File: src/cacf_pkg.sv
// Purpose: Constants and types for the counter array control/status flags
// Assumes: Byte-wide special function register port, one clock
// Notes: Register sits at its printed location on the internal SFR port
package cacf_pkg;
  localparam logic [7:0] CTRL_ADDR = 8'hD8;
  localparam int OVF_BIT = 7;
  localparam int RUN_BIT = 6;
  localparam int NUM_MOD = 5;
  localparam logic [7:0] CTRL_RESET = 8'h00;
  localparam logic [7:0] CTRL_RD_MASK = 8'hDF;
  localparam logic [15:0] CNT_MAX = 16'hFFFF;
  localparam logic [15:0] CNT_RESET = 16'h0000;

  // One SFR access from the core
  typedef struct packed {
    logic wr;
    logic rd;
    logic [7:0] addr;
    logic [7:0] wdata;
  } cacf_sfr_req_t;
endpackage : cacf_pkg

File: src/cacf_ctrl.sv
// Purpose: Control/status register of the programmable counter array
// Assumes: Core writes a whole byte; module events are one-cycle pulses
// Notes: Reserved bit 5 reads zero; counter is 16 bits, free running
// Function
// - Overflow flag is bit 7 of register D8, beside run bit and 5 flags.
// - Hardware sets the overflow flag when the counter wraps to zero.
// - The overflow flag requests an interrupt only while its enable is set.
// - Software may set or clear the overflow flag; hardware only sets it.
`timescale 1ns/100ps
module cacf_ctrl (
  input wire logic clk_sys_i,
  input wire logic rst_i,
  input wire cacf_pkg::cacf_sfr_req_t sfr_req_i,
  input wire logic overflow_interrupt_enable_i,
  input wire logic [4:0] module_event_i,
  output logic [7:0] sfr_rdata_o,
  output logic counter_run_o,
  output logic [15:0] count_o,
  output logic overflow_irq_o
);
  // State and next values
  logic counter_overflow_flag;
  logic counter_run_control;
  logic [4:0] module_event_flag;
  logic [15:0] count;
  logic [7:0] rdata;
  logic irq;
  logic next_ovf;
  logic next_run;
  logic [4:0] next_mflag;
  logic [15:0] next_count;
  logic [7:0] next_rdata;
  logic next_irq;
  logic wr_hit;
  logic wrap;

  // Counter group: free-running 16-bit count, gated only by the run bit
  always_comb
  begin
    wrap = counter_run_control && (count == cacf_pkg::CNT_MAX);
    next_count = count;
    if (counter_run_control)
    begin
      next_count = 16'(count + 16'h0001);
    end
  end

  // Counter register; a stopped counter keeps its value for software
  always_ff @(posedge clk_sys_i or posedge rst_i)
  begin
    if (rst_i)
    begin
      count <= cacf_pkg::CNT_RESET;
    end
    else
    begin
      count <= next_count;
    end
  end

  // Flag group; hardware set is applied last so it wins over a clear
  always_comb
  begin
    wr_hit = sfr_req_i.wr && (sfr_req_i.addr == cacf_pkg::CTRL_ADDR);
    next_ovf = counter_overflow_flag;
    next_run = counter_run_control;
    next_mflag = module_event_flag;
    if (wr_hit)
    begin
      next_ovf = sfr_req_i.wdata[cacf_pkg::OVF_BIT];
      next_run = sfr_req_i.wdata[cacf_pkg::RUN_BIT];
      next_mflag = sfr_req_i.wdata[4:0];
    end
    if (wrap)
    begin
      next_ovf = 1'b1;
    end
    next_mflag = next_mflag | module_event_i;
    // Interrupt follows the flag in the same cycle as the read image
    next_irq = next_ovf && overflow_interrupt_enable_i;
    // Reserved bit forced low so a stray write of one never reads back
    next_rdata = {next_ovf, next_run, 1'b0, next_mflag} &
                 cacf_pkg::CTRL_RD_MASK;
  end

  // Flag registers; the read image is a copy so the output is a flop
  always_ff @(posedge clk_sys_i or posedge rst_i)
  begin
    if (rst_i)
    begin
      counter_overflow_flag <= 1'b0;
      counter_run_control <= 1'b0;
      module_event_flag <= 5'h00;
      rdata <= cacf_pkg::CTRL_RESET;
      irq <= 1'b0;
    end
    else
    begin
      counter_overflow_flag <= next_ovf;
      counter_run_control <= next_run;
      module_event_flag <= next_mflag;
      rdata <= next_rdata;
      irq <= next_irq;
    end
  end

  // Outputs straight from the flops
  assign sfr_rdata_o = rdata;
  assign counter_run_o = counter_run_control;
  assign count_o = count;
  assign overflow_irq_o = irq;

  // Checks on the flag and counter behaviour seen by software
  // Each property is disabled only while reset is high, so $past in the
  // first cycle after reset can see the values held during reset
  property p_wrap_sets;
    @(posedge clk_sys_i) disable iff (rst_i)
    (counter_run_control && count == 16'hFFFF) |=> counter_overflow_flag;
  endproperty
  a_wrap_sets: assert property (p_wrap_sets) else $error("wrap lost");
  property p_irq;
    @(posedge clk_sys_i) disable iff (rst_i)
    overflow_irq_o == (counter_overflow_flag &&
      $past(overflow_interrupt_enable_i));
  endproperty
  a_irq: assert property (p_irq) else $error("irq mismatch");
  property p_hw_noclear;
    @(posedge clk_sys_i) disable iff (rst_i)
    (counter_overflow_flag && !wr_hit) |=> counter_overflow_flag;
  endproperty
  a_hw_noclear: assert property (p_hw_noclear)
    else $error("ovf dropped");
  property p_mod_sticky;
    @(posedge clk_sys_i) disable iff (rst_i)
    !wr_hit |=> ((module_event_flag & ~$past(module_event_flag)) ==
      ($past(module_event_i) & ~$past(module_event_flag)))
      && ((module_event_flag & $past(module_event_flag)) ==
      $past(module_event_flag));
  endproperty
  a_mod_sticky: assert property (p_mod_sticky) else $error("flag bad");
  property p_count_hold;
    @(posedge clk_sys_i) disable iff (rst_i)
    !counter_run_control |=> count == $past(count);
  endproperty
  a_count_hold: assert property (p_count_hold)
    else $error("count moved");
  property p_rdata;
    @(posedge clk_sys_i) disable iff (rst_i)
    sfr_rdata_o == {counter_overflow_flag, counter_run_control, 1'b0,
      module_event_flag};
  endproperty
  a_rdata: assert property (p_rdata) else $error("read layout");

  // A wrap and a clear in one cycle: the wrap must survive
  property p_set_wins;
    @(posedge clk_sys_i) disable iff (rst_i)
    (wrap && wr_hit) |=> counter_overflow_flag;
  endproperty
  a_set_wins: assert property (p_set_wins) else $error("set lost");

  // Without a wrap, a write lands as written
  property p_sw_ovf;
    @(posedge clk_sys_i) disable iff (rst_i)
    (wr_hit && !wrap) |=>
      counter_overflow_flag == $past(sfr_req_i.wdata[7]);
  endproperty
  a_sw_ovf: assert property (p_sw_ovf) else $error("ovf write");

  // Nothing but a wrap or a write may move the flag
  property p_ovf_cause;
    @(posedge clk_sys_i) disable iff (rst_i)
    (!wrap && !wr_hit) |=> $stable(counter_overflow_flag);
  endproperty
  a_ovf_cause: assert property (p_ovf_cause) else $error("ovf rose");

  // Run bit follows a write to this register
  property p_run_write;
    @(posedge clk_sys_i) disable iff (rst_i)
    wr_hit |=> counter_run_control == $past(sfr_req_i.wdata[6]);
  endproperty
  a_run_write: assert property (p_run_write) else $error("run write");

  property p_run_hold;
    @(posedge clk_sys_i) disable iff (rst_i)
    !wr_hit |=> $stable(counter_run_control);
  endproperty
  a_run_hold: assert property (p_run_hold) else $error("run moved");

  // Running counter steps by one and wraps to zero by its width
  property p_count_step;
    @(posedge clk_sys_i) disable iff (rst_i)
    counter_run_control |=> count == 16'($past(count) + 16'h0001);
  endproperty
  a_count_step: assert property (p_count_step)
    else $error("count step");

  // An event sets its flag even under a same-cycle clear
  property p_event_sets;
    @(posedge clk_sys_i) disable iff (rst_i)
    1'b1 |=> (module_event_flag & $past(module_event_i)) ==
      $past(module_event_i);
  endproperty
  a_event_sets: assert property (p_event_sets)
    else $error("event lost");

  // Main scenarios
  c_wrap: cover property (@(posedge clk_sys_i) disable iff (rst_i)
    wrap ##1 overflow_irq_o);
  c_clear: cover property (@(posedge clk_sys_i) disable iff (rst_i)
    counter_overflow_flag ##1 !counter_overflow_flag);
  c_event: cover property (@(posedge clk_sys_i) disable iff (rst_i)
    module_event_i[4] ##1 module_event_flag[4]);
  c_sw_set: cover property (@(posedge clk_sys_i) disable iff (rst_i)
    (wr_hit && sfr_req_i.wdata[7]) ##1 overflow_irq_o);
  c_ignored: cover property (@(posedge clk_sys_i) disable iff (rst_i)
    sfr_req_i.wr && !wr_hit);
endmodule : cacf_ctrl

File: config.mk
export PLATFORM = sky130hd
export DESIGN_NAME = cacf_ctrl
export DESIGN_NICKNAME = d
export VERILOG_FILES = /design/src/cacf_pkg.sv /design/src/cacf_ctrl.sv
export SDC_FILE = /design/constraint.sdc
export NUM_CORES = 1
export LEC_CHECK = 0
export ABC_AREA = 1
export BUFFER_PORTS_ARGS = -buffer_cell sky130_fd_sc_hd__buf_4
export CAP_MARGIN = 5
export CORE_ASPECT_RATIO = 1.75
export CORE_UTILIZATION = 50
export CTS_BUF_LIST = sky130_fd_sc_hd__clkbuf_16
export CTS_CLUSTER_DIAMETER = 30
export DETAILED_ROUTE_END_ITERATION = 10
export MAX_ROUTING_LAYER = met4
export PLACE_DENSITY_LB_ADDON = 0.08
export SYNTH_ARGS = -nofsm -noshare
export SYNTH_HDL_FRONTEND = slang
export SYNTH_SLANG_ARGS = --single-unit
export TNS_END_PERCENT = 100
File: constraint.sdc
create_clock -name clk_sys_i -period 2.6 [get_ports clk_sys_i]
set_input_delay 0.13 -clock clk_sys_i [delete_from_list [all_inputs] [get_ports clk_sys_i]]
set_output_delay 0.13 -clock clk_sys_i [all_outputs]
set_load 0.05 [all_outputs]
# Word level (Yosys, flattened, before mapping)
# Index checks and enable logic that the tools add are counted.
# totals
ff_bits,31
in_bits,26
output_inout_bits,26
word_cells,17
# classes
n_addsub,1
eq_ne,2
muxes,4
bitwise_logic,1
reduce_logical,3
# ops
operator,count
"16-bit by 1-bit adder with 16-bit output, second input constant",1
"16-bit equality test, second input constant",1
"8-bit equality test, second input constant",1
5-bit two-way mux,1
5-bit bitwise OR,1
1-bit logical AND,3
1-bit two-way mux,3

# Logic depth before layout (Yosys ltp)
# Gate-level depths: netlist (run 1).
# depth
ltp_word,5
mapped_depth,8
mapped_depth_nobuf,8

# Least setup slack after synthesis (run 1)
# Ideal clock, no wire load.
# synth_timing
kind,reg2reg
start,"register count[1], in the netlist count_o[1]"
end,"register count[14], in the netlist count_o[14]"
arrival_ps,1528
t_required_ps,2480
slack_ps,953
path_stages_with_launch,9
n_path_buf,0
path_cell_list,dfrtp_1 ha_1 nand2_1 nor2_4 nand2_4 nor2_8 nand2_1 nand2_1 nand2_1
# synth_via
elab_chain_len,1
# synth_lines
element,line,source
"start, declared",cacf_ctrl.sv:25,logic [15:0] count;
"start signal, assigned",cacf_ctrl.sv:53,count <= cacf_pkg::CNT_RESET;
"start signal, assigned",cacf_ctrl.sv:57,count <= next_count;
16-bit by 1-bit adder with 16-bit output,cacf_ctrl.sv:44,next_count = 16'(count + 16'h0001);
# Every way passes these cells.
# A chain may end at the register's enable or synchronous reset.

# Final worst setup path (run 1)
# layout_timing
start,"register count[0], in the netlist count_o[0]"
end,"register count[14], in the netlist count_o[14]"
# The elaborated chain is that of the path after synthesis.

==> qor.csv, run 1 <==
metric,value,unit
status,"complete, no violations",
power.leakage,0.9141,nW
synth.most_common_cell,nand2_1,
nNetsFinal,219,
timing_hold_violations_final,0,
final_util,72.25,%
io_pins,52,
post-route-min-period,1.359,ns
critPathMostFrequentCell,nand2_1,
wl_per_cell,13.03,um
end_kind,flop,
maxCapViolations,0,
cts_inserted_buffers,3,
syn_to_final_growth,35.41,%
hold_buffers,0,
yosys_warnings,0,
via_per_inst,5.056,
n_fill_cell,191,
synth_ff_type,dfrtp_1,
num_rows,23,
cts_resized,0,
htree_levels,1,
hold_path.class,input port to flop,
crit_type,flop to flop,
max_stage_delay,0.41,ns
overflow,0,
post-synth-top-area-cell,dfrtp_1,
powerDensity,570.9,mW/mm^2
numPortBuffers,48,
grt_max_degree,25,
critPathArrivalTime,1.51,ns
die_y,67.98,um
core_area,0.002331,mm^2
grt_pass1_wl,4.422,mm
dieArea,0.002699,mm^2
synth_edf_count,0,
crit_chain,ha_1 -> nand2_1 -> nor2_4 -> nand2_4 -> nor2_8 -> nand2_1 -> nand2_1 -> nand2_1,
post_cts_buffers,0,
drive_gt1_share,31.41,%
synth_area_leaders,"dfrtp_1 (48%), nand2_1 (8.5%), inv_1 (6.9%)",
clock.fmax,0.7356,GHz
synth_seq_cells,24,
seq_area_frac_synth,48.29,%
ir_worst_vdd,0.0005085,V
maxSlewViolCount,0,
antenna_found_initial,0,
via_count,1092,
yosys.area.top_type_share,48.29,%
syn_area_per_cell,8.697,um^2
grt_pass1_vias,1070,
cp.required,2.75,ns
synth_area,0.001244,mm^2
timing.final.crit_share,52.29,%
insertion_delay,0.25,ns
track_usage,24.49,%
route.detailed.drc,0,
drt-pass1-iter-count,4,
cts_buffer_depth,2,
clock_skew,0.001863,ns
synth_common_cells,"nand2_1 (28), dfrtp_1 (24), inv_1 (23)",
wl,2.814,mm
max-slew-margin-rel,39.25,%
dp_hpwl,2.137,mm
setup_violations,0,
clkSinkCount,24,
post-place-ws,1.244,ns
syn-num-nets,170,
synthCells,143,
async_reset_ff_share,100.0,%
critPathSlowestCell,dfrtp_1,
fin_ws,1.241,ns
fin_tns_setup,0,ns
die-width,39.70,um
rsz0062_at_grt,false,
clkTransAtPathRegs,0.06,ns
crit_path_max_fanout,5,
diodes,0,
drt_iter0_drc,46,
cts-root-buf,clkbuf_16,
cts_tree,done,
drt.antenna.violating_nets,0,
whs,0.06971,ns
max_slew.worst_pin.slew,0.9102,ns
ys_types,23,
start_kind,flop,
place_congestion,0.7562,
initial_core_util,53.35,%
metal layers:
metal	wire length [um]	global-route usage, %	up-vias	share of wire [%]
li1	-	-	537	-
met4	24	11.64	0	0.85
met3	87	3.247	2	3.1
met1	1071	22.96	520	38
met5	0	-	-	0
met2	1631	45.49	33	58
critical path, delay by kind of cell, from the launching register on:
kind,cells,cell delay [ns]
AND/OR/NAND/NOR,7,0.63
adder cells (fa/ha/maj),1,0.21
flip-flops,1,0.41
cells in the final DEF (no fill, tap or decap):
master	instances
nor2_8	1
o21ai_1	1
a21oi_1	6
dfrtp_1	24
nand2_1	28
inv_1	23
nor3_1	1
o21ai_0	6
clkinv_1	1
clkbuf_16	3
conb_1	1
mux2_2	1
nand4_1	6
xor2_1	4
nor2_1	13
nand3_2	1
xor2_2	1
nand3b_1	3
nand3_1	7
buf_4	48
nor2_4	1
nand2_4	2
ha_1	1
xnor2_1	6
nor2_2	2
path summary, 6_finish.rpt:
check / start / endpoint / slack (ns) / depth (start not counted)
max: count_o[0] / count_o[14] / 1.24 / 8
min: module_event_i[4] / sfr_rdata_o[4] / 0.07 / 3
max reg2reg: count_o[0] / count_o[14] / 1.24 / 8
min reg2reg: sfr_rdata_o[4] / sfr_rdata_o[4] / 0.50 / 2
max in group asynchronous: rst_i / count_o[7] / 1.97 / 2
min in group asynchronous: rst_i / overflow_irq_o / 0.08 / 2
logic make-up after synthesis:
logic type | after synthesis | synth area share (%)
compound gates | 13 | 5.231
buf+inv | 27 | 9.356
flops | 24 | 48.29
fa+ha+maj | 1 | 1.006
xor+xnor | 11 | 8.350
mux | 1 | 0.9054
simple gates | 65 | 26.56
other cells | 1 | 0.3015
power breakdown:
group	switching, mW	internal (mW)	total, mW
sequential	0.0303	0.396	0.426
combinational	0.130	0.0735	0.203
clock	0.127	0.205	0.333
total	0.287	0.674	0.962
sequential cells by signal (all words and copies together), names as in the netlist:
register           count
overflow_irq_o         1
count_o               16
module_event_flag      4
sfr_rdata_o            3
cell type report:
| type | count | area [um^2] | share of cell area, % |
|---|---|---|---|
| sequential | 24 | 600.6 | 35.66 |
| multi-input combinational | 92 | 526.8 | 31.28 |
| timing repair buffer | 48 | 360.3 | 21.40 |
| inverter | 23 | 86.33 | 5.126 |
| clock buffer | 3 | 75.07 | 4.458 |
| tap | 25 | 31.28 | 1.857 |
| clock inverter | 1 | 3.754 | 0.2229 |
stage by stage:
step / total power [mW] / cell area [um^2] / instances
finish: 0.9615 / 1684 / 216
global route: 1.005 / 1684 / 216
CTS: 0.9732 / 1684 / 216
detailed placement: 0.6367 / 1605 / 212
global placement: 0.6336 / 1605 / 212
floorplan: 0.5620 / 1244 / 143
(Power assumes the default switching activity.)
==> run 2: changes to the inputs <==
- CORE_UTILIZATION: 50 -> 47
- clock period: 2.6 -> 1.4 ns (I/O delays scaled with it)
==> run 2 against run 1 <==
Sequential share of layout area down 0.76 points. Sequential power grew 91%. Core utilization shrank 1.9 points. Global-route usage down 3.2 points. Maximum frequency increased by 8.0%. Power up 110%. Worst hold slack lost 0.065 ns. Clock power grew 140%. Wire length decreased by 5.2%. Critical endpoint unchanged. Highest routed layer unchanged.
==> qor.csv, run 2 (synthesis gave the netlist of run 1 again) <==
metric,value,unit
wl,2.668,mm
grt_pass1_wl,4.243,mm
grt_max_degree,25,
io_pins,52,
powerDensity,1154,mW/mm^2
route.detailed.drc,0,
cts-root-buf,clkbuf_16,
drive_gt1_share,37.31,%
htree_levels,1,
die_y,70.05,um
fin_tns_setup,0,ns
hold_path.class,input port to flop,
antenna_found_initial,0,
timing.final.crit_share,89.90,%
cp_top_family,simple AND/OR/NAND/NOR gates,
crit_chain,ha_4 -> nand2_1 -> nor2_4 -> nand2_4 -> nor2_8 -> nand2_1 -> nand2_1 -> nand2_1,
cts_resized,0,
critPathArrivalTime,1.41,ns
setup_violations,0,
dieArea,0.002864,mm^2
cp.required,1.55,ns
numPortBuffers,48,
hold_buffers,1,
largest_reg_flops,16,
post_cts_buffers,0,
crit_path_max_fanout,5,
cts_tree,done,
ir_worst_vdd,0.0009677,V
via_per_inst,4.932,
nNetsFinal,221,
dp_hpwl,2.060,mm
track_usage,21.33,%
timing.rr.start,count_o[1],
crit_type,flop to flop,
clkTransAtPathRegs,0.06,ns
drt_iter0_drc,14,
clkSinkCount,24,
layout.cells.non_filler,219,
final_common_cell,buf_4,
via_count,1080,
timing_hold_violations_final,0,
power.leakage,0.9216,nW
maxCapViolations,0,
diodes,0,
overflow,0,
critPathSlowestCell,dfrtp_2,
rsz0062_at_grt,false,
cts_inserted_buffers,3,
cp.buffers_inverters,0,
clock.fmax,0.7946,GHz
dp_cells,214,
crit_path_start,count_o[1],
final_cell_mix,"buf_4 (49), nand2_1 (28), inv_1 (23)",
core_area,0.002492,mm^2
cts_buffer_depth,2,
maxSlewViolCount,0,
critPathMostFrequentCell,nand2_1,
start_kind,flop,
end_kind,flop,
wl_per_cell,12.18,um
syn_to_final_growth,40.95,%
grt_pass1_vias,1071,
clock_skew,0.002427,ns
max_stage_delay,0.42,ns
status,"complete, no violations",
n_fill_cell,224,
drt.antenna.violating_nets,0,
initial_core_util,49.90,%
insertion_delay,0.26,ns
post-route-min-period,1.259,ns
num_rows,24,
place_congestion,0.8227,
drt-pass1-iter-count,4,
min_from,module_event_i[4],
die-width,40.89,um
[run 2: routing by layer]
| layer | routed length, um | track usage, % | up-vias | part of all wire [%] |
|---|---|---|---|---|
| met5 | 0 | - | - | 0 |
| met4 | 15 | 7.778 | 0 | 0.56 |
| met2 | 1517 | 36.98 | 30 | 57 |
| met1 | 1016 | 22.11 | 507 | 38 |
| met3 | 118 | 3.175 | 2 | 4.4 |
| li1 | - | - | 541 | - |
[run 2: layout make-up]
cell class                 instances  area [um^2]  area share [%]
multi-input combinational         92        539.3           30.76
clock buffer                       3        75.07           4.283
sequential                        24        611.8           34.90
timing repair buffer              50        377.9           21.56
tap                               26        32.53           1.856
clock inverter                     1        30.03           1.713
inverter                          23        86.33           4.925
[run 2: final timing paths]
path / end / slack (ns) / depth (start not counted)
hold / removal: sfr_rdata_o[4] / 0.004 / 3
setup / recovery: count_o[14] / 0.14 / 8
hold reg to reg: sfr_rdata_o[4] / 0.49 / 2
min in group asynchronous: sfr_rdata_o[7] / 0.42 / 4
max in group asynchronous: count_o[6] / 0.73 / 4
setup reg to reg: count_o[14] / 0.14 / 8
[run 2: through the flow]
stage	power [mW]	hold WS (ns)	util (%)	area, um^2	worst slack, ns
4_1_cts	2.051	0.005563	70.33	1753	0.1297
3_5_place_dp	1.235	0.1409	65.71	1638	0.1454
5_1_grt	2.109	0.008368	70.33	1753	0.01970
2_1_floorplan	1.075	0.08399	-	1267	0.001374
3_3_place_gp	1.210	0.1393	65.71	1638	0.1819
6_report	2.024	0.004225	70.33	1753	0.1415
[run 2: power breakdown]
| group | switching (mW) | total [mW] | internal (mW) |
|---|---|---|---|
| Sequential | 0.0707 | 0.813 | 0.742 |
| Clock | 0.240 | 0.808 | 0.568 |
| Combinational | 0.244 | 0.403 | 0.159 |
[run 2: tightest hold or removal path, stage by stage]
cell and delay (ns):
buf_4 0.08, a21oi_1 0.03, o21ai_0 0.05
